[config.mk]
export PLATFORM = sky130hd
export DESIGN_NAME = fcs_flash_cmd_status
export DESIGN_NICKNAME = d
export VERILOG_FILES = /design/src/verilog/fcs_pkg.sv /design/src/verilog/fcs_flash_cmd_status.sv
export SDC_FILE = /design/constraint.sdc
export NUM_CORES = 1
export LEC_CHECK = 0
export BUFFER_PORTS_ARGS = -buffer_cell sky130_fd_sc_hd__buf_2
export CORE_ASPECT_RATIO = 1.4
export CORE_UTILIZATION = 55
export CTS_CLUSTER_DIAMETER = 200
export DETAILED_ROUTE_END_ITERATION = 6
export GPL_TIMING_DRIVEN = 0
export PLACE_DENSITY_LB_ADDON = 0.2
export SLEW_MARGIN = 20
export SYNTH_ARGS = -nofsm -noshare
export SYNTH_HDL_FRONTEND = slang
export SYNTH_SLANG_ARGS = --single-unit
[constraint.sdc]
create_clock -name pclk -period 3.55 [get_ports pclk]
set_clock_uncertainty 0.15 [all_clocks]
set_input_delay 0.5325 -clock pclk [delete_from_list [all_inputs] [get_ports pclk]]
set_output_delay 0.5325 -clock pclk [all_outputs]
set_load 0.05 [all_outputs]
[src/verilog/fcs_pkg.sv]
// Shared constants and carrier types of the flash command and status unit
package fcs_pkg;
  // Register indices; the byte address on the bus is four times the index
  localparam logic [13:0] IDX_COMMAND_CODE = 14'h1826;
  localparam logic [13:0] IDX_PROGRAM_STATUS = 14'h1830;
  localparam logic [13:0] IDX_TARGET_ADDR = 14'h1831;
  localparam logic [13:0] IDX_TARGET_DATA = 14'h1832;
  localparam logic [13:0] IDX_CLOCK_DIV = 14'h1833;
  localparam logic [13:0] IDX_PROTECT = 14'h1834;
  localparam logic [13:0] IDX_IRQ_STATUS = 14'h1835;
  localparam logic [13:0] IDX_IRQ_MASK = 14'h1836;

  // Program status bit positions
  localparam int ST_CBEF = 7;
  localparam int ST_CCF = 6;
  localparam int ST_PVIOL = 5;
  localparam int ST_ACCERR = 4;
  localparam int ST_BLANK = 2;

  // Interrupt status bit positions
  localparam int IRQ_DONE = 0;
  localparam int IRQ_ACCERR = 1;
  localparam int IRQ_PVIOL = 2;
  localparam int IRQ_BUF_EMPTY = 3;

  // Protect register layout: boundary in [7:1], disable in [0]
  localparam int PROT_DIS = 0;
  localparam logic [7:0] PROTECT_RESET = 8'h01;
  localparam logic [7:0] COMMAND_RESET = 8'h00;
  localparam logic [7:0] ERASED_BYTE = 8'hff;
  localparam logic [15:0] PAGE_MASK = 16'hfe00;

  // Command codes
  localparam logic [7:0] CMD_BLANK = 8'h05;
  localparam logic [7:0] CMD_BYTE_PROG = 8'h20;
  localparam logic [7:0] CMD_BURST_PROG = 8'h25;
  localparam logic [7:0] CMD_PAGE_ERASE = 8'h40;
  localparam logic [7:0] CMD_MASS_ERASE = 8'h41;

  typedef enum logic [1:0]
  {
    FCS_IDLE = 2'b01,
    FCS_RUN = 2'b10
  } fcs_state_t;

  // One array operation handed to the flash array
  typedef struct packed
  {
    logic [7:0] cmd;
    logic [15:0] addr;
    logic [7:0] data;
  } fcs_arr_req_t;
endpackage : fcs_pkg

[src/verilog/fcs_flash_cmd_status.sv]
// Flash command launch, status flags and APB register file
`timescale 1ns/1ps
`default_nettype none

// Overview of operation
// - Writing one to buffer empty launches and clears it; sets when the command reaches array.
// - Only burst program may be queued, and only while a previous burst program runs.
// - Complete flag is set when buffer empty and idle, cleared on launch.
// - Program or erase hitting a protected location sets violation and is discarded.
// - Violation flag clears only by software writing one to it.
// - Bad sequence, unset divider on program or erase, or stop mid-command set access error.
// - Access error clears by writing one; writing zero leaves it.
// - Blank flag set after blank check only if whole array reads erased.
// - Blank flag clears on a new valid launch; writes do not affect it.
// - Status bits three, one and zero read zero; writes ignored.
// - Command register is write-only, resets to zero, reads zero.
// - Five command codes accepted: blank, byte, burst, page and mass erase.
// - Page erase clears one 512-byte page; mass erase clears everything.
// - Any other command code is illegal and raises access error.
// - Protected locations are never programmed or erased.
module fcs_flash_cmd_status (
  input wire logic pclk,
  input wire logic presetn,
  input wire logic psel,
  input wire logic penable,
  input wire logic pwrite,
  input wire logic [15:0] paddr,
  input wire logic [31:0] pwdata,
  output logic [31:0] prdata,
  output logic pready,
  output logic pslverr,
  input wire logic stop_req,
  input wire logic arr_done,
  input wire logic arr_blank,
  output fcs_pkg::fcs_arr_req_t arr_req,
  output logic arr_start,
  output logic arr_abort,
  output logic [7:0] prog_div,
  output logic irq
);
  fcs_pkg::fcs_state_t state_reg, state_next;
  logic [7:0] cmd_reg;
  logic [15:0] addr_reg;
  logic [7:0] data_reg;
  logic [7:0] div_reg;
  logic div_set_reg;
  logic [7:0] prot_reg;
  logic cmd_written_reg;
  logic cbef_reg, pviol_reg, accerr_reg, blank_reg;
  logic pending_reg;
  fcs_pkg::fcs_arr_req_t pend_req_reg, cur_req_reg;
  logic [3:0] irq_stat_reg, irq_mask_reg;
  logic [31:0] prdata_reg;
  logic pready_reg, pslverr_reg, irq_reg;
  logic arr_start_reg, arr_abort_reg;
  logic [2:0] stop_sync_reg;
  logic stop_seen_reg;
  logic ccf_prev_reg, cbef_prev_reg;

  // Word index decode
  function automatic logic hit(input logic [15:0] a, input logic [13:0] idx);
    hit = (a[15:2] == idx) && (a[1:0] == 2'b00);
  endfunction : hit

  function automatic logic legal_cmd(input logic [7:0] c);
    legal_cmd = (c == fcs_pkg::CMD_BLANK) || (c == fcs_pkg::CMD_BYTE_PROG) ||
      (c == fcs_pkg::CMD_BURST_PROG) || (c == fcs_pkg::CMD_PAGE_ERASE) ||
      (c == fcs_pkg::CMD_MASS_ERASE);
  endfunction : legal_cmd

  wire setup = psel && !penable;
  wire wr_acc = psel && penable && pready_reg && pwrite;
  wire rd_acc = psel && penable && pready_reg && !pwrite;
  wire sel_cmd = hit(paddr, fcs_pkg::IDX_COMMAND_CODE);
  wire sel_stat = hit(paddr, fcs_pkg::IDX_PROGRAM_STATUS);
  wire sel_addr = hit(paddr, fcs_pkg::IDX_TARGET_ADDR);
  wire sel_data = hit(paddr, fcs_pkg::IDX_TARGET_DATA);
  wire sel_div = hit(paddr, fcs_pkg::IDX_CLOCK_DIV);
  wire sel_prot = hit(paddr, fcs_pkg::IDX_PROTECT);
  wire sel_istat = hit(paddr, fcs_pkg::IDX_IRQ_STATUS);
  wire sel_imask = hit(paddr, fcs_pkg::IDX_IRQ_MASK);
  wire mapped = sel_cmd || sel_stat || sel_addr || sel_data || sel_div ||
    sel_prot || sel_istat || sel_imask;

  wire busy = (state_reg == fcs_pkg::FCS_RUN);
  // Complete flag is derived, so it never disagrees with the queue
  wire ccf = cbef_reg && !pending_reg && !busy;

  wire stat_wr = wr_acc && sel_stat;
  // Launch only by writing one while the buffer is empty
  wire launch = stat_wr && pwdata[fcs_pkg::ST_CBEF] && cbef_reg;
  wire is_blank = (cmd_reg == fcs_pkg::CMD_BLANK);
  wire is_burst = (cmd_reg == fcs_pkg::CMD_BURST_PROG);
  wire is_mass = (cmd_reg == fcs_pkg::CMD_MASS_ERASE);
  wire is_pe = legal_cmd(cmd_reg) && !is_blank;
  // Launch during execution is legal only for burst behind burst
  wire seq_bad = !cmd_written_reg ||
    (busy && !(is_burst && cur_req_reg.cmd == fcs_pkg::CMD_BURST_PROG));
  // High end above the boundary is protected; mass erase always hits it
  wire in_prot = !prot_reg[fcs_pkg::PROT_DIS] &&
    (is_mass || (addr_reg[15:9] > prot_reg[7:1]));
  wire acc_bad = launch && (seq_bad || !legal_cmd(cmd_reg) ||
    (is_pe && !div_set_reg));
  wire prot_bad = launch && !acc_bad && is_pe && in_prot;
  wire good_launch = launch && !acc_bad && !prot_bad;

  // Stop level agreed by the second and third synchroniser stages
  wire stop_now = stop_sync_reg[1] && stop_sync_reg[2];
  wire stop_abort = stop_now && !stop_seen_reg && (busy || pending_reg);

  // Queued command moves to the array once the array is free
  wire xfer = pending_reg && !stop_abort && (!busy || arr_done);
  wire finish = busy && arr_done && !xfer;

  // Page erase works on the 512-byte page holding the address
  wire [15:0] launch_addr = (cmd_reg == fcs_pkg::CMD_PAGE_ERASE) ?
    (addr_reg & fcs_pkg::PAGE_MASK) : (is_mass ? 16'h0000 : addr_reg);

  wire [7:0] stat_view = {cbef_reg, ccf, pviol_reg, accerr_reg, 1'b0,
    blank_reg, 2'b00};
  wire [7:0] rd_byte = sel_stat ? stat_view :
    sel_addr ? addr_reg[7:0] :
    sel_data ? data_reg :
    sel_div ? div_reg :
    sel_prot ? prot_reg :
    sel_istat ? {4'h0, irq_stat_reg} :
    sel_imask ? {4'h0, irq_mask_reg} : 8'h00;
  wire [15:0] rd_hi = sel_addr ? {8'h00, addr_reg[15:8]} : 16'h0000;

  wire [3:0] irq_ev = {cbef_reg && !cbef_prev_reg, prot_bad,
    acc_bad || stop_abort, ccf && !ccf_prev_reg};
  wire istat_rd = rd_acc && sel_istat;

  always_comb
  begin
    state_next = state_reg;
    case (state_reg)
      fcs_pkg::FCS_IDLE: if (xfer) state_next = fcs_pkg::FCS_RUN;
      fcs_pkg::FCS_RUN:
        if (stop_abort || finish) state_next = fcs_pkg::FCS_IDLE;
      default: state_next = fcs_pkg::FCS_IDLE;
    endcase
  end

  always_ff @(posedge pclk or negedge presetn)
  begin
    if (!presetn)
    begin
      stop_sync_reg <= 3'h0;
      stop_seen_reg <= 1'b0;
      state_reg <= fcs_pkg::FCS_IDLE;
    end
    else
    begin
      stop_sync_reg <= {stop_sync_reg[1:0], stop_req};
      stop_seen_reg <= stop_now;
      state_reg <= state_next;
    end
  end

  // APB answer: data captured in setup, one access cycle, no wait states
  always_ff @(posedge pclk or negedge presetn)
  begin
    if (!presetn)
    begin
      pready_reg <= 1'b0;
      pslverr_reg <= 1'b0;
      prdata_reg <= 32'h0000_0000;
    end
    else
    begin
      pready_reg <= setup;
      pslverr_reg <= setup && !mapped;
      prdata_reg <= (setup && !pwrite) ? {rd_hi, 8'h00, rd_byte} : 32'h0;
    end
  end

  // Software registers
  always_ff @(posedge pclk or negedge presetn)
  begin
    if (!presetn)
    begin
      cmd_reg <= fcs_pkg::COMMAND_RESET;
      addr_reg <= 16'h0000;
      data_reg <= 8'h00;
      div_reg <= 8'h00;
      div_set_reg <= 1'b0;
      prot_reg <= fcs_pkg::PROTECT_RESET;
      irq_mask_reg <= 4'h0;
    end
    else
    begin
      if (wr_acc && sel_cmd) cmd_reg <= pwdata[7:0];
      if (wr_acc && sel_addr) addr_reg <= pwdata[15:0];
      if (wr_acc && sel_data) data_reg <= pwdata[7:0];
      if (wr_acc && sel_div) div_reg <= pwdata[7:0];
      if (wr_acc && sel_div) div_set_reg <= 1'b1;
      if (wr_acc && sel_prot) prot_reg <= pwdata[7:0];
      if (wr_acc && sel_imask) irq_mask_reg <= pwdata[3:0];
    end
  end

  // A command write arms the next launch; any launch attempt consumes it
  always_ff @(posedge pclk or negedge presetn)
  begin
    if (!presetn) cmd_written_reg <= 1'b0;
    else if (wr_acc && sel_cmd) cmd_written_reg <= 1'b1;
    else if (launch) cmd_written_reg <= 1'b0;
  end

  // Status flags; for violation and access error, hardware set wins over a software clear in the same cycle
  always_ff @(posedge pclk or negedge presetn)
  begin
    if (!presetn)
    begin
      cbef_reg <= 1'b1;
      pviol_reg <= 1'b0;
      accerr_reg <= 1'b0;
      blank_reg <= 1'b0;
    end
    else
    begin
      // Cleared by a good launch, set again on transfer or abort
      if (good_launch) cbef_reg <= 1'b0;
      else if (xfer || stop_abort) cbef_reg <= 1'b1;
      // Set by hardware, cleared only by a written one
      if (prot_bad) pviol_reg <= 1'b1;
      else if (stat_wr && pwdata[fcs_pkg::ST_PVIOL]) pviol_reg <= 1'b0;
      // Set by hardware, a written zero has no effect
      if (acc_bad || stop_abort) accerr_reg <= 1'b1;
      else if (stat_wr && pwdata[fcs_pkg::ST_ACCERR]) accerr_reg <= 1'b0;
      // Only the array result or a new launch moves it
      if (good_launch) blank_reg <= 1'b0;
      else if (busy && arr_done && cur_req_reg.cmd == fcs_pkg::CMD_BLANK)
        blank_reg <= arr_blank;
    end
  end

  // Command queue and array handshake
  always_ff @(posedge pclk or negedge presetn)
  begin
    if (!presetn)
    begin
      pending_reg <= 1'b0;
      pend_req_reg <= '0;
      cur_req_reg <= '0;
      arr_start_reg <= 1'b0;
      arr_abort_reg <= 1'b0;
    end
    else
    begin
      arr_start_reg <= xfer;
      arr_abort_reg <= stop_abort;
      if (good_launch)
      begin
        pending_reg <= 1'b1;
        pend_req_reg <= '{cmd: cmd_reg, addr: launch_addr, data: data_reg};
      end
      else if (xfer || stop_abort)
        pending_reg <= 1'b0;
      if (xfer) cur_req_reg <= pend_req_reg;
    end
  end

  // Interrupt status clears on read; a new event in that cycle survives
  always_ff @(posedge pclk or negedge presetn)
  begin
    if (!presetn)
    begin
      irq_stat_reg <= 4'h0;
      irq_reg <= 1'b0;
      ccf_prev_reg <= 1'b1;
      cbef_prev_reg <= 1'b1;
    end
    else
    begin
      irq_stat_reg <= (istat_rd ? 4'h0 : irq_stat_reg) | irq_ev;
      irq_reg <= |(irq_stat_reg & irq_mask_reg);
      ccf_prev_reg <= ccf;
      cbef_prev_reg <= cbef_reg;
    end
  end

  assign prdata = prdata_reg;
  assign pready = pready_reg;
  assign pslverr = pslverr_reg;
  assign arr_req = cur_req_reg;
  assign arr_start = arr_start_reg;
  assign arr_abort = arr_abort_reg;
  assign prog_div = div_reg;
  assign irq = irq_reg;
endmodule : fcs_flash_cmd_status

`default_nettype wire

======== Yosys cells after proc, flatten, opt, wreduce, memory -nomap -nowiden ========
Cells that the tools add are included.
cells by class
  mux-type cells .......................... 27
  magnitude comparators ................... 1
  reduce and logical (&&, ||, !) cells .... 95
  bitwise gates (word level) .............. 2
  equality and inequality tests ........... 19
operators by type and width
  cell                                                                     number
  14-bit by 13-bit equality test with 1-bit output, second input constant  8
  1-bit logical AND                                                        49
  8-bit two-way mux                                                        6
  16-bit two-way mux                                                       2
  8-bit by 6-bit equality test with 1-bit output, second input constant    3
  24-bit two-way mux                                                       1
  1-bit logical OR                                                         20
  1-bit zero test                                                          18
  8-bit by 3-bit equality test with 1-bit output, second input constant    2
  8-bit by 7-bit equality test with 1-bit output, second input constant    2
  1-bit two-way mux                                                        12
  4-bit two-way mux                                                        3
  2-bit nonzero test                                                       5
  7-bit > comparator                                                       1
  4-bit AND                                                                1
  2-bit two-way mux                                                        2
  4-bit bitwise OR                                                         1
  2-bit case mux with 2 select lines                                       1
  4-bit OR reduction                                                       1
  2-bit by 1-bit equality test with 1-bit output, second input constant    1
  2-bit equality test, second input constant                               1
  2-bit zero test                                                          1
  2-bit by 1-bit != test with 1-bit output, second input constant          1
  2-bit != test, second input constant                                     1
  2-bit AND reduction                                                      1
word-level totals
  output and inout port bits .............. 77
  input bits .............................. 56
  logic and storage cells ................. 175
  flip-flop bits (word level) ............. 164

======== Logic depth before layout (Yosys ltp) ========
  depth in word-level cells ............... 16
  depth in mapped cells ................... 9
  mapped depth without buffers ............ 8

======== Worst setup path before layout ========
No wires, ideal clock.
  kind .................................... reg2reg
  start ................................... register cur_req_reg (netlist bit arr_req[28])
  end ..................................... register pend_req_reg[24] (netlist name)
  arrival ................................. 2.624 ns
  buffers on the path ..................... 2
  cell stages (with the launch flop) ...... 9
  clock period less this slack ............ 2.899 ns
  data required time ...................... 3.275 ns
  path slack .............................. 0.651 ns
  library setup time ...................... 0.125 ns
  cells stage by stage .................... dfrtp_1 or4b_4 nor4b_4 a31oi_1 nor4_2 buf_4 nand3_4 buf_6 mux2_4
on the way
  longest elaborated chain between the ends .. 14
RTL lines
  what                                                RTL line                                                  source
  from (decl)                                         fcs_flash_cmd_status.sv:51                                fcs_pkg::fcs_arr_req_t pend_req_reg, cur_req_reg;
  from (signal assigned)                              fcs_flash_cmd_status.sv:261                               if (xfer) cur_req_reg <= pend_req_reg;
  8-bit by 6-bit equality test with 1-bit output (*)  fcs_flash_cmd_status.sv:98                                (busy && !(is_burst && cur_req_reg.cmd == fcs_pkg::CMD_BURST_PROG));
  1-bit logical AND (*)                               fcs_flash_cmd_status.sv:98
  1-bit zero test (*)                                 fcs_flash_cmd_status.sv:98
  1-bit logical AND (*)                               fcs_flash_cmd_status.sv:98
  1-bit logical OR (*)                                fcs_flash_cmd_status.sv:97                                wire seq_bad = !cmd_written_reg ||
  1-bit logical OR (*) (2 in series)                  fcs_flash_cmd_status.sv:102                               wire acc_bad = launch && (seq_bad || !legal_cmd(cmd_reg) ||
  1-bit logical AND (*)                               fcs_flash_cmd_status.sv:102
  1-bit zero test (*)                                 fcs_flash_cmd_status.sv:104, fcs_flash_cmd_status.sv:105
  1-bit logical AND (*)                               fcs_flash_cmd_status.sv:104, fcs_flash_cmd_status.sv:105
  1-bit logical AND (2 in series)                     fcs_flash_cmd_status.sv:104                               wire prot_bad = launch && !acc_bad && is_pe && in_prot;
  1-bit zero test                                     fcs_flash_cmd_status.sv:105                               wire good_launch = launch && !acc_bad && !prot_bad;
  1-bit logical AND (*)                               fcs_flash_cmd_status.sv:105
  to (signal assigned)                                fcs_flash_cmd_status.sv:257                               pend_req_reg <= '{cmd: cmd_reg, addr: launch_addr, data: data_reg};
  to (decl)                                           fcs_flash_cmd_status.sv:51
Every way passes the cells marked *; elsewhere a longest branch is shown, timed or not.
A chain may end at the register's enable or synchronous reset.

======== Worst setup path after layout ========
  start ................................... input port paddr[8]
  end ..................................... register irq_stat_reg[2]
on the way
  longest elaborated chain between the ends .. 11
  elaborated cells between the ends (all ways) .. 15
  those cells by class .................... 2 x eq/ne; 1 x mux; 1 x bitwise; 11 x reduce/logical
RTL lines
  what                                              RTL line                     source
  from (decl)                                       fcs_flash_cmd_status.sv:27   input wire logic [15:0] paddr,
  14-bit by 13-bit equality test with 1-bit output  fcs_flash_cmd_status.sv:62   hit = (a[15:2] == idx) && (a[1:0] == 2'b00);
  1-bit logical AND                                 fcs_flash_cmd_status.sv:62
  1-bit logical AND                                 fcs_flash_cmd_status.sv:89   wire stat_wr = wr_acc && sel_stat;
  1-bit logical AND (2 in series)                   fcs_flash_cmd_status.sv:91   wire launch = stat_wr && pwdata[fcs_pkg::ST_CBEF] && cbef_reg;
  1-bit logical AND                                 fcs_flash_cmd_status.sv:102
  1-bit zero test                                   fcs_flash_cmd_status.sv:104
  1-bit logical AND (3 in series)                   fcs_flash_cmd_status.sv:104
  4-bit bitwise OR (*)                              fcs_flash_cmd_status.sv:277  irq_stat_reg <= (istat_rd ? 4'h0 : irq_stat_reg) | irq_ev;
  to (signal assigned)                              fcs_flash_cmd_status.sv:277
  to (decl)                                         fcs_flash_cmd_status.sv:52   logic [3:0] irq_stat_reg, irq_mask_reg;
Marked as above.

==> key figures <==
Placement
  – Cells after DPL: 862
  – DP HPWL: about 12000 um
  – Buffers on Ports: 100
  – Gpl congestion: between 0.9 and 1

Global routing
  – Met3 GRT Util: 0.0488
  – GR peak layer: met2
  – Antenna violations before repair: 0
  – M1 GR Usage: 0.329
  – Global-route wire length before repair: around 26000 um
  – Pin count of the biggest net entering global routing: 97
  – Met2 Track Usage GR: 0.465
  – Tot GR Track Use: 0.273
  – Number of global-route vias before repair: 5036
  – GR Overflow Total: 0

Power and ir drop
  – VDD IR max: approximately 0.28 mV
  – Switching Power: approximately 0.8 mW
  – Pwr Density: around 450 nW/um^2
  – Final Total Pwr: 3.72 mW
  – Leak: 4.46 nW
  – Logic pwr share: 0.047
  – Switching Share: 0.220
  – Seq pwr share: 0.481
  – Int Pwr: between 2 and 3 mW
  – Clock share of power: 0.473

Min path
  – Hold Path Class: input port to asynchronous set/reset pin

Synthesis
  – Netlist Area Pre-Place: roughly 6800 um^2
  – Ys flop type: dfrtp_1
  – Async SR Flop Fraction: 1.00
  – Post-synth top area share: 0.553
  – Syn Area/Cell: 11.4 um^2
  – Cell variety after synth: 53
  – Yosys warns: 0
  – Synth top area cells: dfrtp_1 55%, mux2_2 9.1%, nand2_1 6.7%
  – Syn Inst Count: approximately 600
  – EDFF count, synth: 0
  – Area leader, netlist: dfrtp_1
  – Sequential area share after synthesis: 0.573
  – #FFs+latches synth: 156

Critical path
  – Critical Path Start Type: input port
  – Delay-heaviest family, CP: simple AND/OR/NAND/NOR gates
  – Reg2reg start: cmd_reg[7]
  – Critical path arrival: 3.12 ns
  – FF-to-FF End: pending_reg
  – Crit path capture type: flop
  – Reg2Reg Depth: 7
  – R2r setup slk: 0.59 ns
  – CP max FO: 9
  – Slowest cell on crit path: nor3_1
  – Critical path class: input port to flop
  – Buf/Inv on CP: 1
  – WP depth: 6
  – Cells traversed along the worst timing path: buf_2 > or4_1 > or2_2 > nor3_1 > nand2_1 > a22o_1
  – CP peak stage delay: 0.86 ns
  – CP Data Required Time: 3.70 ns

Routing
  – WL/cell: 18.1 um
  – Vias: about 4900
  – Final ANT Viol Nets: 0
  – DRT Pass-1 Iters: 4
  – Routed wire length: 16200 um
  – Via/cell ratio: 5.52
  – Iteration-0 DRC count of the detailed router: between 200 and 250
  – Drc violations: 0

Floorplanning
  – Die ar.: 12900 um^2
  – # rows: 47
  – CORE AREA: 11900 um^2
  – Die Y: around 130 um
  – Initial Util: 0.572
  – # IOs: 133
  – Chip width: 96.2 um

Clock network
  – Clock Tree Root: clkbuf_16
  – Worst skew pair latency: 0.41 ns
  – CTS tree: done
  – PostCTS Resize Cnt: 0
  – Clock Tree Buf Depth: 2
  – Num CTS Buffers: 17
  – H-tree depth: 4
  – Num Clock Sinks: 156
  – Clock slew at reported path FFs: 0.06 ns
  – Hold-fix buffers at CTS: 0
  – Setup Fix Bufs, Post-CTS: 0

Timing
  – Count of final setup violators: 0
  – Tcrit/Tclk final: 0.837
  – Final Hold Viols: 11
  – Shortest period the worst path allows: roughly 3 ns
  – Worst slew pin tran: 1.08 ns
  – RSZ-0062 raised after global routing: no
  – Max-slew headroom: 0.274
  – Hold WS: -0.00718 ns
  – Slew Limit Fails: 0
  – Fmax: 336 MHz

Final layout
  – Share of cells above drive strength 1: 0.305
  – ANT cells: 0
  – Final Instance Count excl. Fillers: 894
  – Most common cell after layout, fill and taps aside: dfrtp_1
  – Area Growth Syn to Fin: 19.9%
  – Nets: 797
  – Most frequent cells in the layout: 151 x dfrtp_1, 122 x nand2_1, 100 x buf_2

Run status
  – Failing checks: hold timing
  – Outcome: finished with violations

Run
  – Max-cap violations: 0
## power by group through the flow
stage          clock network [mW]  logic (mW)  registers (mW)
6_report                     1.76       0.173            1.79
5_1_grt                      1.86       0.190            1.79
4_1_cts                      1.78       0.175            1.79
3_5_place_dp                    0       0.174            1.82
3_3_place_gp                    0       0.167            1.82
2_1_floorplan                   0      0.0809            1.82
## layer usage
metal  vias to the layer above  wire length, um
li1                       2325                -
met1                      2436             6470
met2                       142             8520
met3                        33              620
met4                         0              555
met5                         -                0
## cell families (layout without fill, tap and decap cells)
kind of cell	after synthesis	after routing	share of synthesized area
and+or+nand+nor	236	236	0.182
DFF	156	156	0.573
AOI/OAI and AO/OA	77	77	0.0750
muxes	69	69	0.117
buffers and inverters	53	186	0.0398
adders and majority gates	7	7	0.0128
other	1	16	0.000549
## cell type report
type,instances,area (um^2)
Timing Repair Buffer,101,538
Tap cell,147,184
Sequential cell,156,3910
Inverter,17,63.8
Clock buffer,22,464
Clock inverter,10,116
Multi-Input combinational cell,405,2700
Buffer,36,208
Fill cell,912,3750
## cells in the mapped netlist, types with 6 or more instances
cell type,count
a21oi_1,14
nor3_1,12
dfrtp_1,151
mux2_4,8
a21o_1,22
o21ai_0,15
nand2b_1,6
nand2_1,122
nand3_1,6
and2_1,15
mux2_2,55
ha_1,7
inv_1,16
nor2b_1,7
and4_1,17
mux2i_1,6
nor2_1,18
buf_4,17
clkbuf_1,15
## how the worst max path moves through the flow
stage	startpoint	endpoint	slack [ns]
finish	paddr[8]	irq_stat_reg[2]	0.58
global route	cmd_reg[4]	cbef_reg	0.40
CTS	paddr[8]	irq_stat_reg[2]	0.59
detailed placement	paddr[8]	irq_stat_reg[2]	0.17
global placement	presetn	prog_div[3]	-0.34
floorplan	arr_req[28]	pend_req_reg[24]	0.65
## through the flow
| stage | hold WS, ns | setup WS, ns | utilization | setup TNS (ns) | cell area (um^2) |
|---|---|---|---|---|---|
| floorplan | 0.0869 | 0.651 | - | 0 | 6880 |
| global placement | 0.196 | -0.336 | 0.634 | -49.40 | 7570 |
| detailed placement | 0.193 | 0.167 | 0.637 | 0 | 7610 |
| CTS | 0.0181 | 0.586 | 0.686 | 0 | 8190 |
| global route | 0.0390 | 0.404 | 0.686 | 0 | 8190 |
| finish | -0.00718 | 0.577 | 0.686 | 0 | 8190 |
(Power assumes the default switching activity.)
